[src/common/ep_event_consts.vh]
// register offsets, field positions and reset values for the endpoint event flag block
`ifndef EP_EVENT_CONSTS_VH
`define EP_EVENT_CONSTS_VH
// byte addresses (chosen, no offsets printed)
`define OFS_EVENT_FLAGS   4'h0
`define OFS_EP_DONE       4'h4
`define OFS_EP_MASK       4'h8
`define OFS_ZLEN_FLAGS    4'hC
// event register fields
`define BIT_SETUP_SEEN    0
`define BIT_STATUS_SEEN   1
`define BIT_STATUS_DONE   2
`define BIT_ZLEN_AGG      3
`define BIT_EP_AGG        6
`define EVENT_WIDTH       7
// reset values
`define RST_EVENT         7'h00
`define RST_EP            8'h00
// axi responses
`define RESP_OKAY         2'h0
`define RESP_SLVERR       2'h2
`endif

[src/rtl/sticky_flags.v]
// per-bit sticky flag bank: set by hardware, cleared by write-one
`timescale 1ns/1ns
module sticky_flags #(
   parameter WIDTH = 8
) (
   // clock and reset
   input  wire             aclk,
   input  wire             aresetn,
   // set and clear
   input  wire [WIDTH-1:0] set_pulse,
   input  wire [WIDTH-1:0] clear_ones,
   // state
   output wire [WIDTH-1:0] flags
);
   genvar i;

   // set wins over a clear landing in the same cycle so no event is lost
   generate
      for (i = 0; i < WIDTH; i = i + 1) begin : g_bit
         reg bit_reg;
         always @(posedge aclk) begin
            if (!aresetn)
               bit_reg <= 1'b0;
            else if (set_pulse[i])
               bit_reg <= 1'b1;
            else if (clear_ones[i])
               bit_reg <= 1'b0;
         end
         // one flip-flop per bit keeps each flag with a single driver
         assign flags[i] = bit_reg;
      end
   endgenerate
endmodule // sticky_flags

[src/rtl/ctrl_stage_decode.v]
// turns endpoint 0 control-transfer events into flag set pulses
`timescale 1ns/1ns
module ctrl_stage_decode (
   // events from the protocol engine
   input  wire setup_token,
   input  wire status_token,
   input  wire status_token_in,
   input  wire ctrl_read,
   input  wire status_zlp_ok,
   // set pulses
   output wire set_setup_seen,
   output wire set_status_seen,
   output wire set_status_done
);
   // setup token always marks a new control transfer
   assign set_setup_seen  = setup_token;
   // status packet in control read, or the IN token ending a control write data stage
   assign set_status_seen = status_token & (ctrl_read | status_token_in);
   // zero-length status packet handshaked either direction
   assign set_status_done = status_zlp_ok;
endmodule // ctrl_stage_decode

[src/rtl/ep_event_flags.v]
// endpoint event flags, masks and axi4-lite register slave
//
// The implementer's own choices: the register offsets and the AXI4-Lite interface to the registers.
`timescale 1ns/1ns
`include "ep_event_consts.vh"

// Operation
// - status done sets event bit two
// - done means status zero-length packet handshaked
// - status packet in control read sets bit1
// - status IN token after write sets bit1
// - setup token sets event bit zero
// - done flags bits seven-one for endpoints
// - mask one blocks done and zero-length lines
// - masked endpoint still sets done flag
// - masked endpoint still sets zero-length flag
// - mask bit zero only gates zero-length
// - write one aggregate clears all done
module ep_event_flags #(
   parameter NUM_EP = 8
) (
   // clock and reset
   input  wire              aclk,
   input  wire              aresetn,
   // axi4-lite write address
   input  wire [3:0]        s_axi_awaddr,
   input  wire              s_axi_awvalid,
   output reg               s_axi_awready,
   // axi4-lite write data
   input  wire [31:0]       s_axi_wdata,
   input  wire [3:0]        s_axi_wstrb,
   input  wire              s_axi_wvalid,
   output reg               s_axi_wready,
   // axi4-lite write response
   output reg  [1:0]        s_axi_bresp,
   output reg               s_axi_bvalid,
   input  wire              s_axi_bready,
   // axi4-lite read address
   input  wire [3:0]        s_axi_araddr,
   input  wire              s_axi_arvalid,
   output reg               s_axi_arready,
   // axi4-lite read data
   output reg  [31:0]       s_axi_rdata,
   output reg  [1:0]        s_axi_rresp,
   output reg               s_axi_rvalid,
   input  wire              s_axi_rready,
   // one-cycle events from the protocol engine
   input  wire              setup_token,
   input  wire              status_token,
   input  wire              status_token_in,
   input  wire              ctrl_read,
   input  wire              status_zlp_ok,
   input  wire [NUM_EP-1:0] ep_xfer_done,
   input  wire [NUM_EP-1:0] ep_zlen_rx,
   // event lines
   output reg               endpoint_event_line,
   output reg               zero_length_event_line,
   output reg               irq
);
   // ********************************************************
   // write channel
   // ********************************************************
   reg  [3:0]        wr_addr_reg;
   reg               aw_held_reg;
   reg  [31:0]       wr_data_reg;
   reg  [3:0]        wr_strb_reg;
   reg               w_held_reg;
   wire              wr_fire;
   wire              wr_lane0;
   wire [1:0]        wr_resp;

   // either channel may arrive first; both held until the response is out
   always @(posedge aclk) begin
      if (!aresetn) begin
         aw_held_reg   <= 1'b0;
         w_held_reg    <= 1'b0;
         wr_addr_reg   <= 4'h0;
         wr_data_reg   <= 32'h0000_0000;
         wr_strb_reg   <= 4'h0;
         s_axi_awready <= 1'b0;
         s_axi_wready  <= 1'b0;
      end else begin
         s_axi_awready <= 1'b0;
         s_axi_wready  <= 1'b0;
         if (s_axi_awvalid && !aw_held_reg && !s_axi_awready && !s_axi_bvalid) begin
            s_axi_awready <= 1'b1;
            aw_held_reg   <= 1'b1;
            wr_addr_reg   <= s_axi_awaddr;
         end
         if (s_axi_wvalid && !w_held_reg && !s_axi_wready && !s_axi_bvalid) begin
            s_axi_wready <= 1'b1;
            w_held_reg   <= 1'b1;
            wr_data_reg  <= s_axi_wdata;
            wr_strb_reg  <= s_axi_wstrb;
         end
         if (wr_fire) begin
            aw_held_reg <= 1'b0;
            w_held_reg  <= 1'b0;
         end
      end
   end

   assign wr_fire  = aw_held_reg & w_held_reg & ~s_axi_bvalid;
   assign wr_lane0 = wr_fire & wr_strb_reg[0]; // all fields sit in byte lane 0

   // an unaligned write matches no register and is dropped, so say so in the response
   assign wr_resp  = (wr_addr_reg[1:0] == 2'h0) ? `RESP_OKAY : `RESP_SLVERR;

   // write response, one cycle after both halves are held
   always @(posedge aclk) begin
      if (!aresetn) begin
         s_axi_bvalid <= 1'b0;
         s_axi_bresp  <= `RESP_OKAY;
      end else if (wr_fire) begin
         s_axi_bvalid <= 1'b1;
         s_axi_bresp  <= wr_resp;
      end else if (s_axi_bready) begin
         s_axi_bvalid <= 1'b0;
      end
   end

   // ********************************************************
   // flag banks
   // ********************************************************
   wire                  set_setup_seen;
   wire                  set_status_seen;
   wire                  set_status_done;
   wire [`EVENT_WIDTH-1:0] evt_flags;
   reg  [`EVENT_WIDTH-1:0] evt_set;
   wire [`EVENT_WIDTH-1:0] evt_clr;
   wire [NUM_EP-1:0]     ep_done;
   wire [NUM_EP-1:0]     ep_done_set;
   wire [NUM_EP-1:0]     ep_done_clr;
   wire [NUM_EP-1:0]     zlen;
   wire [NUM_EP-1:0]     zlen_clr;
   wire                  wr_evt;
   wire                  wr_done;
   wire                  wr_zlen;
   wire                  wr_mask;
   reg  [3:0]            wr_sel;
   wire                  agg_ep_clr;
   wire                  agg_zlen_clr;
   reg  [NUM_EP-1:0]     mask_reg;
   reg  [NUM_EP-1:0]     mask_next;

   ctrl_stage_decode u_ctrl (
      .setup_token     (setup_token),
      .status_token    (status_token),
      .status_token_in (status_token_in),
      .ctrl_read       (ctrl_read),
      .status_zlp_ok   (status_zlp_ok),
      .set_setup_seen  (set_setup_seen),
      .set_status_seen (set_status_seen),
      .set_status_done (set_status_done)
   );

   // one select per register; an unmapped or unaligned offset selects nothing
   always @* begin
      wr_sel = 4'h0;
      case (wr_addr_reg)
         `OFS_EVENT_FLAGS: wr_sel = 4'h1;
         `OFS_EP_DONE:     wr_sel = 4'h2;
         `OFS_EP_MASK:     wr_sel = 4'h4;
         `OFS_ZLEN_FLAGS:  wr_sel = 4'h8;
         default:          wr_sel = 4'h0;
      endcase
   end

   // a write lands only once both halves are held and byte lane 0 is enabled
   assign wr_evt  = wr_lane0 & wr_sel[0];
   assign wr_done = wr_lane0 & wr_sel[1];
   assign wr_mask = wr_lane0 & wr_sel[2];
   assign wr_zlen = wr_lane0 & wr_sel[3];

   // aggregate bits: writing one clears the whole per-endpoint bank
   assign agg_ep_clr   = wr_evt & wr_data_reg[`BIT_EP_AGG];
   assign agg_zlen_clr = wr_evt & wr_data_reg[`BIT_ZLEN_AGG];

   // each event lands on its own field; aggregates follow their banks whatever the mask
   always @* begin
      evt_set                   = {`EVENT_WIDTH{1'b0}};
      evt_set[`BIT_SETUP_SEEN]  = set_setup_seen;
      evt_set[`BIT_STATUS_SEEN] = set_status_seen;
      evt_set[`BIT_STATUS_DONE] = set_status_done;
      evt_set[`BIT_ZLEN_AGG]    = |ep_zlen_rx;
      evt_set[`BIT_EP_AGG]      = |ep_done_set;
   end

   // write-one-to-clear on every event field
   assign evt_clr = {`EVENT_WIDTH{wr_evt}} & wr_data_reg[`EVENT_WIDTH-1:0];

   // endpoint 0 has no done flag; bit 0 never sets
   assign ep_done_set = {ep_xfer_done[NUM_EP-1:1], 1'b0};
   assign ep_done_clr = ({NUM_EP{wr_done}} & wr_data_reg[NUM_EP-1:0])
                      | {NUM_EP{agg_ep_clr}};
   assign zlen_clr    = ({NUM_EP{wr_zlen}} & wr_data_reg[NUM_EP-1:0])
                      | {NUM_EP{agg_zlen_clr}};

   sticky_flags #(.WIDTH(`EVENT_WIDTH)) u_evt (
      .aclk       (aclk),
      .aresetn    (aresetn),
      .set_pulse  (evt_set),
      .clear_ones (evt_clr),
      .flags      (evt_flags)
   );

   sticky_flags #(.WIDTH(NUM_EP)) u_done (
      .aclk       (aclk),
      .aresetn    (aresetn),
      .set_pulse  (ep_done_set),
      .clear_ones (ep_done_clr),
      .flags      (ep_done)
   );

   // the mask does not stop the flag, only the line
   sticky_flags #(.WIDTH(NUM_EP)) u_zlen (
      .aclk       (aclk),
      .aresetn    (aresetn),
      .set_pulse  (ep_zlen_rx),
      .clear_ones (zlen_clr),
      .flags      (zlen)
   );

   // ********************************************************
   // mask register
   // ********************************************************
   always @* begin
      mask_next = mask_reg;
      if (wr_mask)
         mask_next = wr_data_reg[NUM_EP-1:0];
   end

   always @(posedge aclk) begin
      if (!aresetn)
         mask_reg <= `RST_EP;
      else
         mask_reg <= mask_next;
   end

   // ********************************************************
   // per-endpoint gating
   // ********************************************************
   wire [NUM_EP-1:0] ep_gated;
   wire [NUM_EP-1:0] zlen_gated;
   wire              ep_line_next;
   wire              zl_line_next;
   wire              ctrl_pending;
   genvar            g;

   // a set mask bit hides a flag from its line, never from the register
   generate
      for (g = 0; g < NUM_EP; g = g + 1) begin : g_gate
         assign ep_gated[g]   = ep_done[g] & ~mask_reg[g];
         assign zlen_gated[g] = zlen[g] & ~mask_reg[g];
      end
   endgenerate

   // done bit 0 is tied low, so mask bit 0 only ever reaches the zero-length line
   assign ep_line_next = |ep_gated;
   assign zl_line_next = |zlen_gated;
   // control-stage flags have no mask of their own and always reach irq
   assign ctrl_pending = |evt_flags[`BIT_STATUS_DONE:`BIT_SETUP_SEEN];

   // ********************************************************
   // event lines
   // ********************************************************
   // registered so every output of the block comes straight from a flip-flop
   always @(posedge aclk) begin
      if (!aresetn) begin
         endpoint_event_line    <= 1'b0;
         zero_length_event_line <= 1'b0;
         irq                    <= 1'b0;
      end else begin
         endpoint_event_line    <= ep_line_next;
         zero_length_event_line <= zl_line_next;
         irq                    <= ctrl_pending | ep_line_next | zl_line_next;
      end
   end

   // ********************************************************
   // read channel
   // ********************************************************
   reg  [31:0] rd_word;
   wire [31:0] rd_evt_word;
   wire [31:0] rd_done_word;
   wire [31:0] rd_mask_word;
   wire [31:0] rd_zlen_word;
   wire [1:0]  rd_resp;

   // unused upper bits read as zero whatever the endpoint count
   assign rd_evt_word  = {{(32-`EVENT_WIDTH){1'b0}}, evt_flags};
   assign rd_done_word = {{(32-NUM_EP){1'b0}}, ep_done};
   assign rd_mask_word = {{(32-NUM_EP){1'b0}}, mask_reg};
   assign rd_zlen_word = {{(32-NUM_EP){1'b0}}, zlen};
   // only word-aligned reads are legal; an unaligned one returns zero data
   assign rd_resp      = (s_axi_araddr[1:0] == 2'h0) ? `RESP_OKAY : `RESP_SLVERR;

   // software must send setup-finish after the status-seen flag; the flag is only reported
   always @* begin
      case (s_axi_araddr)
         `OFS_EVENT_FLAGS: rd_word = rd_evt_word;
         `OFS_EP_DONE:     rd_word = rd_done_word;
         `OFS_EP_MASK:     rd_word = rd_mask_word;
         `OFS_ZLEN_FLAGS:  rd_word = rd_zlen_word;
         default:          rd_word = 32'h0000_0000;
      endcase
   end

   // one read in flight; data and rvalid rise on the same edge as arready, in the cycle the address is taken
   always @(posedge aclk) begin
      if (!aresetn) begin
         s_axi_arready <= 1'b0;
         s_axi_rvalid  <= 1'b0;
         s_axi_rdata   <= 32'h0000_0000;
         s_axi_rresp   <= `RESP_OKAY;
      end else begin
         s_axi_arready <= 1'b0;
         if (s_axi_arvalid && !s_axi_arready && !s_axi_rvalid) begin
            s_axi_arready <= 1'b1;
            s_axi_rvalid  <= 1'b1;
            s_axi_rdata   <= rd_word;
            s_axi_rresp   <= rd_resp;
         end else if (s_axi_rvalid && s_axi_rready) begin
            s_axi_rvalid <= 1'b0;
         end
      end
   end
endmodule // ep_event_flags

[config.mk]
export PLATFORM = sky130hd
export DESIGN_NAME = ep_event_flags
export DESIGN_NICKNAME = d
export VERILOG_FILES = /design/src/rtl/sticky_flags.v /design/src/rtl/ctrl_stage_decode.v /design/src/rtl/ep_event_flags.v
export VERILOG_INCLUDE_DIRS = /design/src /design/src/common
export SDC_FILE = /design/constraint.sdc
export NUM_CORES = 1
export LEC_CHECK = 0
export BUFFER_PORTS_ARGS = -buffer_cell sky130_fd_sc_hd__buf_2
export CAP_MARGIN = 25
export CORE_MARGIN = 2
export CORE_UTILIZATION = 40
export CTS_CLUSTER_DIAMETER = 100
export DETAILED_ROUTE_END_ITERATION = 10
export GPL_ROUTABILITY_DRIVEN = 0
export GPL_TIMING_DRIVEN = 0
export PLACE_DENSITY = 0.81
export RECOVER_POWER = 100
export SETUP_SLACK_MARGIN = 0.15
export SYNTH_ARGS = -nofsm -noshare
export SYNTH_HDL_FRONTEND = slang
export SYNTH_SLANG_ARGS = --single-unit
[constraint.sdc]
create_clock -name aclk -period 1.7 [get_ports aclk]
set_clock_uncertainty 0.2 [all_clocks]
set_input_delay 0.17 -clock aclk [delete_from_list [all_inputs] [get_ports aclk]]
set_output_delay 0.17 -clock aclk [all_outputs]
set_load 0.03 [all_outputs]
==> reports/metrics.yaml <==
drt:
  via_count: 2696
  route.antenna.remaining_nets: 0
  routed_wire_length_per_instance_um: 15.63
  postRouteWirelength_mm: 8.266
  detail_route.drc_violations: 0
  initialDrtViolationCount: 152
  viasPerCell: 5.096
  drt_first_pass_iters: 4
clocking:
  clock-sinks: 61
  clock_transition_at_the_registers_of_the_reported_paths_ns: 0.07
  clock_tree_from_tritoncts: "done"
  clockBufferDepth: 2
  clock_tree.htree_level_count: 3
  cts_root_buffer: "sky130_fd_sc_hd__clkbuf_8"
  cts_made_buffers: 9
  clk_latency_ns: 0.34
power_and_ir_drop:
  power.net_switching_w: 0.001051
  leakage_nw: 1.915
  cellInternalPower_w: 0.002776
  vdd_drop_max_uv: 726.6
  pwr_density_cell_mw_per_mm2: 889.9
  seq_power_share_pct: 42.5
  pwr-share-comb_pct: 19.1
  pwr-share-clk_pct: 38.4
  switching_share_pct: 27.47
synth:
  synthesis.instances: 291
  synth_area_per_cell_sq_um: 9.425
  yosys_register_bits: 61
  yosysSeqAreaShare_pct: 44.53
  synth.top_cells.by_area: "sky130_fd_sc_hd__dfxtp_1, sky130_fd_sc_hd__buf_4, sky130_fd_sc_hd__a32o_1"
  post_synth_fa_ha_maj_area_fraction_pct: 0
  yosysWarnings: 0
  synth.distinct_cells: 47
  netlist_area_pre_place_sq_mm: 0.002743
  yosys-mux-area-fraction_pct: 9.261
  synth_top_family_by_area: "simple AND/OR/NAND/NOR gates"
  number_of_flops_mapped_to_enable_cells_by_yosys: 0
  post_synth_xor_area_fraction_pct: 0.3193
  synth.largest_area_cell: "sky130_fd_sc_hd__dfxtp_1"
  post_synth_and_or_nand_nor_area_fraction_pct: 17.52
  yosys_most_used_dff: "sky130_fd_sc_hd__dfxtp_1"
  share_of_the_synthesized_area_in_compound_gates_ao_oa_aoi_oai_pct: 16.97
  synth.top_cell.area_share_pct: 44.53
  async_reset_ff_share_pct: 0
cells_and_area:
  seqCellArea_sq_mm: 0.001246
  post-route-util_pct: 64.00
  area_of_the_multi_input_gates_sq_mm: 0.001540
  layout-drive-gt1-share_pct: 41.65
  syn2layout_area_growth_pct: 56.80
  antennaDiodeCount: 0
  nFillCells: 571
  design_area_sq_mm: 0.004300
  final_nets: 516
run_status:
  status: "complete, but fails checks"
  failed_checks: "negative setup slack"
setup_path:
  cp_slowest_cell: "sky130_fd_sc_hd__or3b_4"
  timing.critical_path.depth: 5
  critical-path-max-stage-delay_ns: 0.42
  depth_of_the_worst_register_to_register_path: 5
  path_delay_family: "simple AND/OR/NAND/NOR gates"
  startpoint: "wr_addr_reg[0]$_SDFFE_PN0P_"
  critPathCaptureType: "flop"
  timing.critical_path.cells: "or3b_4, buf_6, nor3_4, nand3_1, a32o_2"
  worst_ep_required_time_ns: 1.73
  critical_path_peak_fanout: 7
  crit_type: "reg2reg"
  setup.worst_path.start_class: "flop"
  crit_buf_inv: 1
  cp_data_arrival_time_ns: 1.89
  worstReg2RegStart: "wr_addr_reg[0]$_SDFFE_PN0P_"
die:
  dieHeight_um: 86.81
  die_area_sq_mm: 0.007535
  initial_core_util_pct: 40.82
  die_width_um: 86.81
  io-pin-count: 116
  placeableCoreArea_sq_mm: 0.006719
  rows: 30
worst_hold_path:
  hold_path.class: "in2reg"
  whs_path_depth: 2
  min_from: "aresetn"
timing:
  timing.max_slew.rel_slack_pct: 55.05
  timing.final.ws_setup_ns: -0.1533
  rsz0062_at_grt: "true"
  slew_viol_final: 0
  setup_viol_count_final: 19
  report.final.hold_viol_count: 0
  maxClockFrequency_mhz: 539.6
  fin_crit_sh_pct: 109.0
  timing.hold.ws_ns: 0.06190
  period_needed_ns: 1.853
  timing_worst_slew_pin_value_ns: 0.6743
placement:
  placement.cell_area_sq_mm: 0.003277
  buffer_ports.inserted: 58
  detailed_place_hpwl_mm: 5.310
grt:
  grt.overflow.total: 0
  number_of_global_route_vias_before_repair: 2629
  maximum_number_of_pins_on_one_net_before_global_route_repair: 11
  grt_antenna_before_repair: 0
  gr-usage-all-layers_pct: 21.12
  wire_length_of_the_first_global_routing_pass_mm: 12.19
run:
  total_of_max_cap_violations: 0
==> power groups by stage <==
stage | logic [W] | clock network (W) | registers (W)
floorplan | 0.000371 | 0 | 0.00165
global placement | 0.000525 | 0 | 0.00163
detailed placement | 0.000536 | 0 | 0.00164
CTS | 0.000622 | 0.00148 | 0.00161
global route | 0.000789 | 0.00155 | 0.00164
finish | 0.000731 | 0.00147 | 0.00163
==> timing repair <==
action                                  4_1_cts  5_1_grt
gates cloned                                  0        1
endpoints found under the setup margin       37       53
buffers inserted                             10       11
pin swaps                                    13       37
resized for setup                            20       65
hold buffers                                 37        0
hold endpoints to repair                     36        0
==> placed cells by master, fill, tap and decap left out, types with 6 or more instances in the layout <==
cell	count
sky130_fd_sc_hd__buf_2	49
sky130_fd_sc_hd__dfxtp_1	45
sky130_fd_sc_hd__buf_4	41
sky130_fd_sc_hd__dlygate4sd3_1	37
sky130_fd_sc_hd__nor2_1	26
sky130_fd_sc_hd__conb_1	26
sky130_fd_sc_hd__nand2_1	19
sky130_fd_sc_hd__clkbuf_1	17
sky130_fd_sc_hd__inv_1	14
sky130_fd_sc_hd__dfxtp_2	14
sky130_fd_sc_hd__mux2i_1	13
sky130_fd_sc_hd__a32o_1	12
sky130_fd_sc_hd__clkbuf_8	11
sky130_fd_sc_hd__a22oi_2	8
sky130_fd_sc_hd__nand2_4	7
sky130_fd_sc_hd__a21oi_2	7
sky130_fd_sc_hd__nand3_1	7
sky130_fd_sc_hd__buf_6	7
sky130_fd_sc_hd__o21a_1	6
==> synthesized netlist by cell type, types with 2 or more instances <==
library cell / instances
sky130_fd_sc_hd__dfxtp_1: 61
sky130_fd_sc_hd__nand2_1: 27
sky130_fd_sc_hd__nor2_1: 27
sky130_fd_sc_hd__buf_4: 26
sky130_fd_sc_hd__inv_1: 16
sky130_fd_sc_hd__a32o_1: 13
sky130_fd_sc_hd__mux2i_1: 13
sky130_fd_sc_hd__clkbuf_1: 12
sky130_fd_sc_hd__a21oi_1: 11
sky130_fd_sc_hd__a22oi_1: 9
sky130_fd_sc_hd__nand3_1: 7
sky130_fd_sc_hd__o21a_1: 6
sky130_fd_sc_hd__a21boi_0: 4
sky130_fd_sc_hd__mux4_2: 4
sky130_fd_sc_hd__nor3_1: 4
sky130_fd_sc_hd__o22ai_1: 4
sky130_fd_sc_hd__a22o_1: 3
sky130_fd_sc_hd__and2_1: 3
sky130_fd_sc_hd__mux2_2: 3
sky130_fd_sc_hd__nand2b_1: 3
sky130_fd_sc_hd__nor4_1: 3
sky130_fd_sc_hd__a21oi_2: 2
sky130_fd_sc_hd__a31oi_1: 2
sky130_fd_sc_hd__nor2b_1: 2
sky130_fd_sc_hd__nor3_2: 2
sky130_fd_sc_hd__nor4b_2: 2
sky130_fd_sc_hd__o21ai_0: 2
==> stage by stage <==
stage / power [W] / TNS (ns) / worst slack [ns] / instances
after floorplan: 0.002020 / -0.8917 / -0.07461 / 316
after global placement: 0.002160 / -7.388 / -0.2714 / 454
after detailed placement: 0.002178 / -9.225 / -0.3292 / 454
after CTS: 0.003711 / -2.439 / -0.1634 / 517
after global routing: 0.003972 / -2.874 / -0.1939 / 529
final: 0.003827 / -1.674 / -0.1533 / 529
==> worst paths after layout <==
check / to / slack [ns]
hold / removal: u_done.g_bit[1].bit_reg$_SDFFE_PN0P_ / 0.06
hold reg to reg: s_axi_rvalid$_SDFFE_PN0P_ / 0.29
setup reg to reg: u_done.g_bit[4].bit_reg$_SDFFE_PN0P_ / -0.15
setup / recovery: u_done.g_bit[4].bit_reg$_SDFFE_PN0P_ / -0.15
==> kinds of logic after synthesis <==
family / Yosys count
AO/OA/AOI/OAI: 61
XOR/XNOR: 1
buffers and inverters: 56
flip-flops: 61
multiplexers: 20
other: 1
AND/OR/NAND/NOR: 91
==> final cells by class <==
| type | instances | area share [%] |
|---|---|---|
| buffer | 40 | 6.401 |
| clock buffer | 12 | 3.608 |
| clock inverter | 4 | 1.629 |
| inverter | 16 | 1.397 |
| multi-input combinational | 199 | 35.82 |
| sequential | 61 | 28.98 |
| tap | 80 | 2.328 |
| timing repair buffer | 117 | 19.84 |
==> layer usage <==
metal / wire length, um / share of wire [%] / GRT usage (%)
met2: 4318 / 52 / 36.29
met4: 198 / 2.4 / 9.801
met5: 0 / 0 / 0
met1: 3224 / 39 / 24.55
met3: 524 / 6.3 / 5.238
Note: power is estimated with default switching activity, not from simulation.
